==> src/hdl/cis_defs.vh <==
// constants for the cpu interrupt sequencer
`ifndef CIS_DEFS_VH
`define CIS_DEFS_VH
`define CIS_GIE_BIT        7
`define CIS_ENTRY_CYC      4
`define CIS_WAKE_EXTRA_CYC 4
`define CIS_RETURN_CYC     4
`define CIS_JUMP_CYC       3
`define CIS_SP_STEP        2
`define CIS_SP_RESET       16'h025F
`define CIS_ADDR_FLAG_CLR  4'h0
`define CIS_ADDR_FLAG      4'h1
`define CIS_ADDR_ENABLE    4'h2
`define CIS_ADDR_STATUS    4'h3
`define CIS_ADDR_SP_LO     4'h4
`define CIS_ADDR_SP_HI     4'h5
`define CIS_ADDR_LEVEL     4'h6
`endif

==> src/hdl/cis_sequencer.v <==
// interrupt arbitration and entry/return sequencing
`timescale 1ns/1ps
`include "cis_defs.vh"
module cis_sequencer #(
	parameter N_SRC   = 8,              // sources, vector index 1..N_SRC
	parameter PC_W    = 12,             // program counter width
	parameter FLAG_MASK = 8'hFF         // 1 = flag-type source, 0 = level-type
) (
	input  wire              ref_clk,        // cpu clock
	input  wire              arst_n,         // async reset, active low
	input  wire [N_SRC-1:0]  src_event,      // flag-type event pulses
	input  wire [N_SRC-1:0]  src_level,      // level-type conditions
	input  wire              instr_boundary, // current instruction completes this cycle
	input  wire              instr_sei,      // boundary instruction sets global enable
	input  wire              instr_cli,      // boundary instruction clears global enable
	input  wire              instr_return_from_handler_instr,     // return-from-handler issued
	input  wire              sleeping,       // core asleep
	input  wire [PC_W-1:0]   next_pc,        // return address to push
	input  wire [7:0]        status_in,      // alu flags bits 6:0
	input  wire [3:0]        reg_addr,       // register address
	input  wire [7:0]        reg_wdata,      // register write data
	input  wire              reg_wr,         // register write strobe
	input  wire              reg_rd,         // register read strobe
	output reg  [7:0]        reg_rdata,      // read data, cycle after strobe
	output wire              irq_take,       // request accepted at this boundary
	output reg  [PC_W-1:0]   vector_addr_q,  // vector address being entered
	output reg               vector_valid_q, // pulse: vector reached, fetch there
	output reg               busy_q,         // entry or return in progress
	output reg  [15:0]       sp_q,           // stack pointer
	output reg               push_we_q,      // pulse: stack byte write
	output reg  [15:0]       push_addr_q,    // stack byte address
	output reg  [7:0]        push_data_q,    // stack byte data
	output reg               pop_re_q,       // pulse: stack byte read
	output reg  [15:0]       pop_addr_q,     // stack byte read address
	input  wire [7:0]        pop_data,       // stack byte read data, next cycle
	output reg  [PC_W-1:0]   ret_pc_q,       // popped return address
	output reg               ret_valid_q,    // pulse: return address ready
	output wire [7:0]        core_status_flags // status flags, gie in bit 7
);
	localparam ST_IDLE  = 2'd0;
	localparam ST_ENTRY = 2'd1;
	localparam ST_RET   = 2'd2;
	// cycle counts cut to the counter width on purpose
	localparam [3:0]  CNT_ENTRY   = `CIS_ENTRY_CYC - 1;
	localparam [3:0]  CNT_WAKE    = `CIS_ENTRY_CYC + `CIS_WAKE_EXTRA_CYC - 1;
	localparam [3:0]  CNT_RET_SP  = `CIS_RETURN_CYC - 2;
	localparam [3:0]  CNT_RET_END = `CIS_RETURN_CYC - 1;
	localparam [15:0] SP_STEP     = `CIS_SP_STEP;

	reg [1:0]        state_q;
	reg [3:0]        cnt_q;
	reg              gie_q;
	reg              hold_q;       // one-instruction guard after return or sei
	reg [N_SRC-1:0]  flag_q;
	reg [N_SRC-1:0]  en_q;
	reg [N_SRC-1:0]  ack;
	reg [PC_W-1:0]   sel_idx;
	reg [PC_W-1:0]   ret_pc_d;
	wire [N_SRC-1:0] pend;
	integer          i;
	// zero-extended register views, low byte read back
	wire [N_SRC+7:0] flag_x  = {8'h00, flag_q};
	wire [N_SRC+7:0] en_x    = {8'h00, en_q};
	wire [N_SRC+7:0] level_x = {8'h00, src_level};

	// status flags are passed through; nothing saved on entry or return
	assign core_status_flags = {gie_q, status_in[6:0]};

	// pending requests: latched flags or present levels, gated by enables
	genvar g;
	generate
		for (g = 0; g < N_SRC; g = g + 1) begin : g_pend
			assign pend[g] = en_q[g] & (FLAG_MASK[g] ? flag_q[g] : src_level[g]);
		end
	endgenerate

	// lowest index wins, vector = index + 1 (reset owns zero)
	always @* begin
		sel_idx = {PC_W{1'b0}};
		ack = {N_SRC{1'b0}};
		for (i = N_SRC - 1; i >= 0; i = i - 1) begin
			if (pend[i]) begin
				sel_idx = i[PC_W-1:0] + 1'b1;
				ack = {N_SRC{1'b0}};
				ack[i] = 1'b1;
			end
		end
	end

	// accept only at a boundary, with gie set, not cleared now, no guard
	assign irq_take = (state_q == ST_IDLE) & instr_boundary & gie_q & ~instr_cli & ~hold_q & ~instr_return_from_handler_instr
		& (|pend);

	// flags: set wins over software clear and hardware acknowledge
	always @(posedge ref_clk or negedge arst_n) begin
		if (!arst_n) begin
			flag_q <= {N_SRC{1'b0}};
		end else begin
			flag_q <= (flag_q & ~((reg_wr && reg_addr == `CIS_ADDR_FLAG_CLR) ? reg_wdata[N_SRC-1:0] : {N_SRC{1'b0}})
				& ~(irq_take ? ack : {N_SRC{1'b0}})) | (src_event & FLAG_MASK[N_SRC-1:0]);
		end
	end

	// return address assembled from popped bytes: high byte sits on top
	always @* begin
		ret_pc_d = ret_pc_q;
		if (state_q == ST_RET && cnt_q == 4'd2)
			ret_pc_d = {pop_data[PC_W-9:0], ret_pc_q[7:0]};
		else if (state_q == ST_RET && cnt_q == 4'd3)
			ret_pc_d = {ret_pc_q[PC_W-1:8], pop_data};
	end

	// sequencer
	always @(posedge ref_clk or negedge arst_n) begin
		if (!arst_n) begin
			state_q        <= ST_IDLE;
			cnt_q          <= 4'd0;
			gie_q          <= 1'b0;
			hold_q         <= 1'b0;
			en_q           <= {N_SRC{1'b0}};
			sp_q           <= `CIS_SP_RESET;
			vector_addr_q  <= {PC_W{1'b0}};
			vector_valid_q <= 1'b0;
			busy_q         <= 1'b0;
			push_we_q      <= 1'b0;
			push_addr_q    <= 16'h0000;
			push_data_q    <= 8'h00;
			pop_re_q       <= 1'b0;
			pop_addr_q     <= 16'h0000;
			ret_pc_q       <= {PC_W{1'b0}};
			ret_valid_q    <= 1'b0;
		end else begin
			vector_valid_q <= 1'b0;
			ret_valid_q    <= 1'b0;
			push_we_q      <= 1'b0;
			pop_re_q       <= 1'b0;
			ret_pc_q       <= ret_pc_d;
			if (instr_boundary)
				hold_q <= 1'b0;
			// software register writes
			if (reg_wr) begin
				case (reg_addr)
					`CIS_ADDR_ENABLE: en_q <= reg_wdata[N_SRC-1:0];
					`CIS_ADDR_STATUS: begin
						gie_q <= reg_wdata[`CIS_GIE_BIT];
						if (reg_wdata[`CIS_GIE_BIT] && !gie_q)
							hold_q <= 1'b1;
					end
					`CIS_ADDR_SP_LO: sp_q[7:0] <= reg_wdata;
					`CIS_ADDR_SP_HI: sp_q[15:8] <= reg_wdata;
					default: ;
				endcase
			end
			if (instr_boundary && instr_cli)
				gie_q <= 1'b0;
			if (instr_boundary && instr_sei && !gie_q)
				hold_q <= 1'b1;
			if (instr_boundary && instr_sei)
				gie_q <= 1'b1;
			case (state_q)
				ST_IDLE: begin
					if (irq_take) begin
						state_q       <= ST_ENTRY;
						busy_q        <= 1'b1;
						gie_q         <= 1'b0;
						vector_addr_q <= sel_idx;
						cnt_q         <= sleeping ? CNT_WAKE : CNT_ENTRY;
						push_we_q     <= 1'b1;
						push_addr_q   <= sp_q;
						push_data_q   <= next_pc[7:0];
					end else if (instr_return_from_handler_instr) begin
						state_q    <= ST_RET;
						busy_q     <= 1'b1;
						cnt_q      <= 4'd1;
						pop_re_q   <= 1'b1;
						pop_addr_q <= sp_q + 16'd1;
					end
				end
				ST_ENTRY: begin
					// high byte only right after the low byte push, once per entry
					if (push_we_q && push_addr_q == sp_q) begin
						push_we_q   <= 1'b1;
						push_addr_q <= sp_q - 16'd1;
						push_data_q <= {{(16 - PC_W){1'b0}}, next_pc[PC_W-1:8]};
						sp_q        <= sp_q - SP_STEP;
					end
					if (cnt_q == 4'd1) begin
						state_q        <= ST_IDLE;
						busy_q         <= 1'b0;
						vector_valid_q <= 1'b1;
					end
					cnt_q <= cnt_q - 4'd1;
				end
				ST_RET: begin
					if (cnt_q == 4'd1) begin
						pop_re_q   <= 1'b1;
						pop_addr_q <= sp_q + SP_STEP;
					end
					if (cnt_q == CNT_RET_SP) begin
						sp_q   <= sp_q + SP_STEP;
						gie_q  <= 1'b1;
					end
					if (cnt_q == CNT_RET_END) begin
						state_q     <= ST_IDLE;
						busy_q      <= 1'b0;
						hold_q      <= 1'b1;
						ret_valid_q <= 1'b1;
						cnt_q       <= 4'd0;
					end else begin
						cnt_q <= cnt_q + 4'd1;
					end
				end
				default: state_q <= ST_IDLE;
			endcase
		end
	end

	// register reads, data one cycle after the strobe
	always @(posedge ref_clk or negedge arst_n) begin
		if (!arst_n) begin
			reg_rdata <= 8'h00;
		end else if (reg_rd) begin
			case (reg_addr)
				`CIS_ADDR_FLAG:   reg_rdata <= flag_x[7:0];
				`CIS_ADDR_ENABLE: reg_rdata <= en_x[7:0];
				`CIS_ADDR_STATUS: reg_rdata <= {gie_q, status_in[6:0]};
				`CIS_ADDR_SP_LO:  reg_rdata <= sp_q[7:0];
				`CIS_ADDR_SP_HI:  reg_rdata <= sp_q[15:8];
				`CIS_ADDR_LEVEL:  reg_rdata <= level_x[7:0];
				default:          reg_rdata <= 8'h00;
			endcase
		end else begin
			reg_rdata <= 8'h00;
		end
	end
endmodule // cis_sequencer

==> config.mk <==
export PLATFORM = sky130hd
export DESIGN_NAME = cis_sequencer
export DESIGN_NICKNAME = d
export VERILOG_FILES = /design/src/hdl/cis_sequencer.v
export VERILOG_INCLUDE_DIRS = /design/src /design/src/hdl
export SDC_FILE = /design/constraint.sdc
export NUM_CORES = 1
export LEC_CHECK = 0
export BUFFER_PORTS_ARGS = -buffer_cell sky130_fd_sc_hd__buf_2
export CORE_MARGIN = 10
export CORE_UTILIZATION = 50
export DETAILED_ROUTE_END_ITERATION = 12
export HOLD_SLACK_MARGIN = 0.06
export PLACE_DENSITY = 0.78
export SETUP_SLACK_MARGIN = 0.3
export SLEW_MARGIN = 10
export SYNTH_ARGS = -nofsm -noshare
export SYNTH_HDL_FRONTEND = slang
export SYNTH_SLANG_ARGS = --single-unit
==> constraint.sdc <==
create_clock -name ref_clk -period 6.2 [get_ports ref_clk]
set_clock_uncertainty 0.2 [all_clocks]
set_input_delay 1.55 -clock ref_clk [delete_from_list [all_inputs] [get_ports ref_clk]]
set_output_delay 1.55 -clock ref_clk [all_outputs]
set_load 0.03 [all_outputs]
**After elaboration in Yosys (flattened, before gate mapping)**

Cells that the tools add are included.

- Bits in registers: 117
- Input bits: 65
- Output and inout port bits: 102
- Word-level logic and storage cells: 168

- Add/sub/neg operators: 6
- Eq/ne operators: 20
- Multiplexer cells: 77
- Bitwise operators: 23
- Reduce and logical (&&, ||, !) cells: 23

Operator list:

| kind | count |
|---|---|
| $mux W16 | 8 |
| $mux W8 | 16 |
| $pmux W16 S2 | 3 |
| $mux W12 | 6 |
| $pmux W8 S6 | 1 |
| $mux W1 | 25 |
| $mux W4 | 6 |
| $add A16 B1 Y16 const B | 1 |
| $add A16 B2 Y16 const B | 1 |
| $and A8 B8 Y8 | 2 |
| $eq A16 B16 Y1 | 1 |
| $eq A4 B2 Y1 const B | 4 |
| $not A8 Y8 | 2 |
| $pmux W8 S2 | 1 |
| $sub A16 B1 Y16 const B | 1 |
| $sub A16 B2 Y16 const B | 1 |
| $and A1 B1 Y1 | 14 |
| $eq A4 B3 Y1 const B | 3 |
| $pmux W4 S3 | 1 |
| $ne A2 B2 Y1 const B | 5 |
| $eq A4 B1 Y1 const B | 2 |
| $logic_and A1 B1 Y1 | 8 |
| $mux W2 | 4 |
| $or A8 B8 Y8 | 1 |
| other kinds (20) | 32 |

**Depth between registers and ports, before layout**

- Depth in word-level cells: 13
- Mapped depth: 10
- Gate-level depth less buffers: 8

**Worst setup path before layout**

OpenSTA, ideal clock, no wires.

- Kind: input-to-output
- From: input port instr_return_from_handler_instr
- To: output port irq_take
- Data arrival time: 2.845 ns
- Data required time: 4.450 ns
- Setup slack: 1.605 ns
- Stages: 6
- Buffers on the path: 2
- Cells stage by stage: nor2b_1 and4_1 clkbuf_1 o21ai_2 inv_2 clkbuf_1

- Word-level cells in the longest chain between the ends: 3

RTL lines:

| what | line | source |
|---|---|---|
| start, declared | cis_sequencer.v:16 | `input wire instr_return_from_handler_instr,` |
| $not A1 Y1 | cis_sequencer.v:91 | `assign irq_take = (state_q == ST_IDLE) & instr_boundary & gie_q & ~instr_cli & ~hold_q & ~instr_return_from_ha ...` |
| $and A1 B1 Y1 | cis_sequencer.v:91 |  |
| $and A1 B1 Y1 | cis_sequencer.v:92 | `& (\|pend);` |
| end, declared | cis_sequencer.v:25 | `output wire irq_take,` |

Every way passes these cells.

**Worst setup path after layout**

Ends and elaborated chain as after synthesis.

==> results by group <==
Status
  • Status: completed

GRT
  • Initial antenna violation count: 0
  • GRT met2 Usage: 0.329
  • Gr busiest metal: met2
  • Gr usage total: 0.209
  • Grt met1 use: 0.265
  • Largest net degree at the start of global routing: 74
  • First-pass GRT wire length: 30900 um
  • Vias in the first global route: 5777
  • Global route overflow: 0
  • GR Util met3: 0.0638

Synthesis
  • Syn Area/Cell: 9.62 um^2
  • Sequential element share of the synthesized area: 0.407
  • Synth Register Bits: 109
  • Synth top area cells: dfrtp_1 38%, mux2_2 7.5%, xnor2_1 6.3%
  • Syn Inst Count: 699
  • Async set-reset flop share out of synthesis: 1.00
  • Syn Std Cell Area: 6730 um^2
  • Synth unique cells: 62
  • Top FF cell, synth: dfrtp_1
  • Number of flops mapped to enable cells by yosys: 0
  • Synth area leader: dfrtp_1
  • Yosys warns: 0
  • Synth top area share: 0.380

Timing
  • Fin. Hold Viols: 0
  • RSZ-0062 raised after global routing: false
  • Fin crit share: 0.791
  • Fmax: 204 MHz
  • Max Slew Vio Count: 0
  • Actual slew at the worst max-slew pin: 1.08 ns
  • Final setup TNS: 0 ns
  • Relative slew slack: 0.271
  • Setup-failing EPs final: 0
  • Final min period: 4.91 ns

Power and ir drop
  • Pwr/cell area: 450 nW/um^2
  • Static leakage: 3.64 nW
  • VDD IR-drop max: 0.228 mV

Setup path
  • Worst setup SP type: input pin
  • Largest fanout on the critical path: 13
  • Crit Path Category: input pin to primary output
  • CP endpoint kind: primary output
  • Worst EP required: 4.45 ns
  • Worst EP arrival: 3.16 ns

Run
  • Max-cap check violation count: 0

Die
  • Full die area: 18500 um^2
  • Core Footprint: 13200 um^2
  • Initial core utilization: 0.510
  • Die X: 136 um
  • Top-level I/O count: 167
  • Die height: 136 um
  • Row count: 42

Layout
  • Synth-to-Final Area Change: 15.5%
  • Nets: 894
  • Share of cells above drive strength 1: 0.292
  • Core Util, Final: 0.589

Placed design
  • Port bufs: 157
  • Placer's final routability congestion estimate: 0.887
  • DP HPWL: 14400 um

CTS
  • Post-cts resize count: 0
  • Hold buffers post-CTS: 0
  • Clock transition at path regs: 0.07 ns
  • CTS Buffer Depth: 2
  • Root Driver: clkbuf_16
  • Clk_lat worst skew: 0.36 ns
  • H-tree levels: 3
  • Post-CTS setup buffers: 0
  • CTS tree: done
  • Sink Count: 109
  • CTS Buf Count: 9

Drt
  • Drc violations: 0
  • Vias/cell: 5.88
  • Detailed Routing Iterations Pass 1: 5
  • DRT antenna net count: 0
  • Vias: 5869
  • Post-Route WL: 19900 um
  • Routed wire per std cell: 19.9 um
  • Initial DRC Count: 553

Hold path
  • Hold Crit Class: register to register
## logic make-up after synthesis
logic type / synth area share
AO/OA/AOI/OAI: 0.146
XOR/XNOR: 0.0886
adder cells (fa/ha/maj): 0.0242
buffers and inverters: 0.0567
flip-flops: 0.407
multiplexers: 0.129
other: 0.000558
AND/OR/NAND/NOR: 0.148
## critical path, cell delays in order
cell and delay (ns):
buf_2 0.11, nor2b_1 0.32, and4_1 0.38, o21ai_2 0.25, inv_2 0.29, buf_2 0.26
## layout by cell type (no fill, tap or decap), drive strengths merged, types with 20 or more instances in the layout
master / Yosys / final
xnor2: 48 / 48
xor2: 20 / 20
nand2: 79 / 79
buf: 33 / 160
mux2: 60 / 60
o21ai: 31 / 31
dfrtp: 102 / 102
nor2: 44 / 44
a21oi: 25 / 25
## final timing paths
path | from | end | slack, ns | cells after the start
max reg2reg | sp_q[6] | sp_q[2] | 2.80 | 5
max | instr_return_from_handler_instr | irq_take | 1.29 | 6
min reg2reg | pop_addr_q[14] | pop_addr_q[14] | 0.27 | 2
min in group asynchronous | arst_n | pop_addr_q[10] | 1.12 | 1
min | pop_addr_q[14] | pop_addr_q[14] | 0.27 | 2
max in group asynchronous | arst_n | ret_pc_q[10] | 3.65 | 2
## layout make-up
type	count	area [um^2]
clock inverters	6	46.3
multi-input cells	517	3640
clock buffers	10	239
well taps	176	220
repair buffers	160	811
flip-flops and latches	109	2740
fillers	1177	5420
inverters	19	71.3
diodes	1	2.50
## per-layer routing
| metal | part of all wire | wire length (um) | vias to the layer above |
|---|---|---|---|
| met5 | 0 | 0 | - |
| li1 | - | - | 2723 |
| met2 | 0.46 | 9230 | 291 |
| met4 | 0.020 | 388 | 0 |
| met3 | 0.10 | 2080 | 31 |
| met1 | 0.41 | 8160 | 2824 |
## through the flow
stage	instances	power [mW]	cell area [um^2]	hold slack (ns)	setup WS, ns
6_report	998	3.49	7770	0.274	1.29
5_1_grt	997	3.70	7760	0.304	1.16
4_1_cts	997	3.50	7760	0.281	1.32
3_5_place_dp	981	2.93	7480	0.265	1.32
3_3_place_gp	981	2.90	7480	0.256	1.36
2_1_floorplan	706	2.43	6750	0.312	1.61
## power breakdown
group          switching (mW)  total, mW  internal, mW
combinational            1.13       1.74         0.609
sequential              0.262       1.19         0.933
clock                   0.275      0.561         0.286
total                    1.66       3.49          1.83
## cells in the mapped netlist, types with 4 or more instances
cell      instances
a211oi_1          7
a21oi_1          25
a221oi_1          8
a22o_1            7
a22oi_1           7
a31o_2            8
buf_1            10
buf_2             5
buf_4            16
clkbuf_1         28
dfrtp_1         102
dfstp_2           7
ha_1             13
inv_1            17
mux2_1           15
mux2_2           45
mux2i_1          19
nand2_1          79
nand3_1          17
nand4_1          12
nor2_1           44
nor2b_1           6
nor3_1           15
nor4_1            9
o211ai_1         12
o21ai_0          29
o221ai_1         10
or3_1             4
or4_1             4
xnor2_1          48
xor2_1           20
## state kept, by name, indices dropped and copies added (netlist names)
name and cells:
hold_q 1, ret_valid_q 1, pop_addr_q 16, flag_q 8, reg_rdata 8, push_we_q 1, state_q 2, busy_q 1
cnt_q 4, gie_q 1, sp_q 16, push_addr_q 16, vector_valid_q 1, en_q 8, push_data_q 8, vector_addr_q 4
pop_re_q 1, ret_pc_q 12
Power figures use the tool's default switching activity.
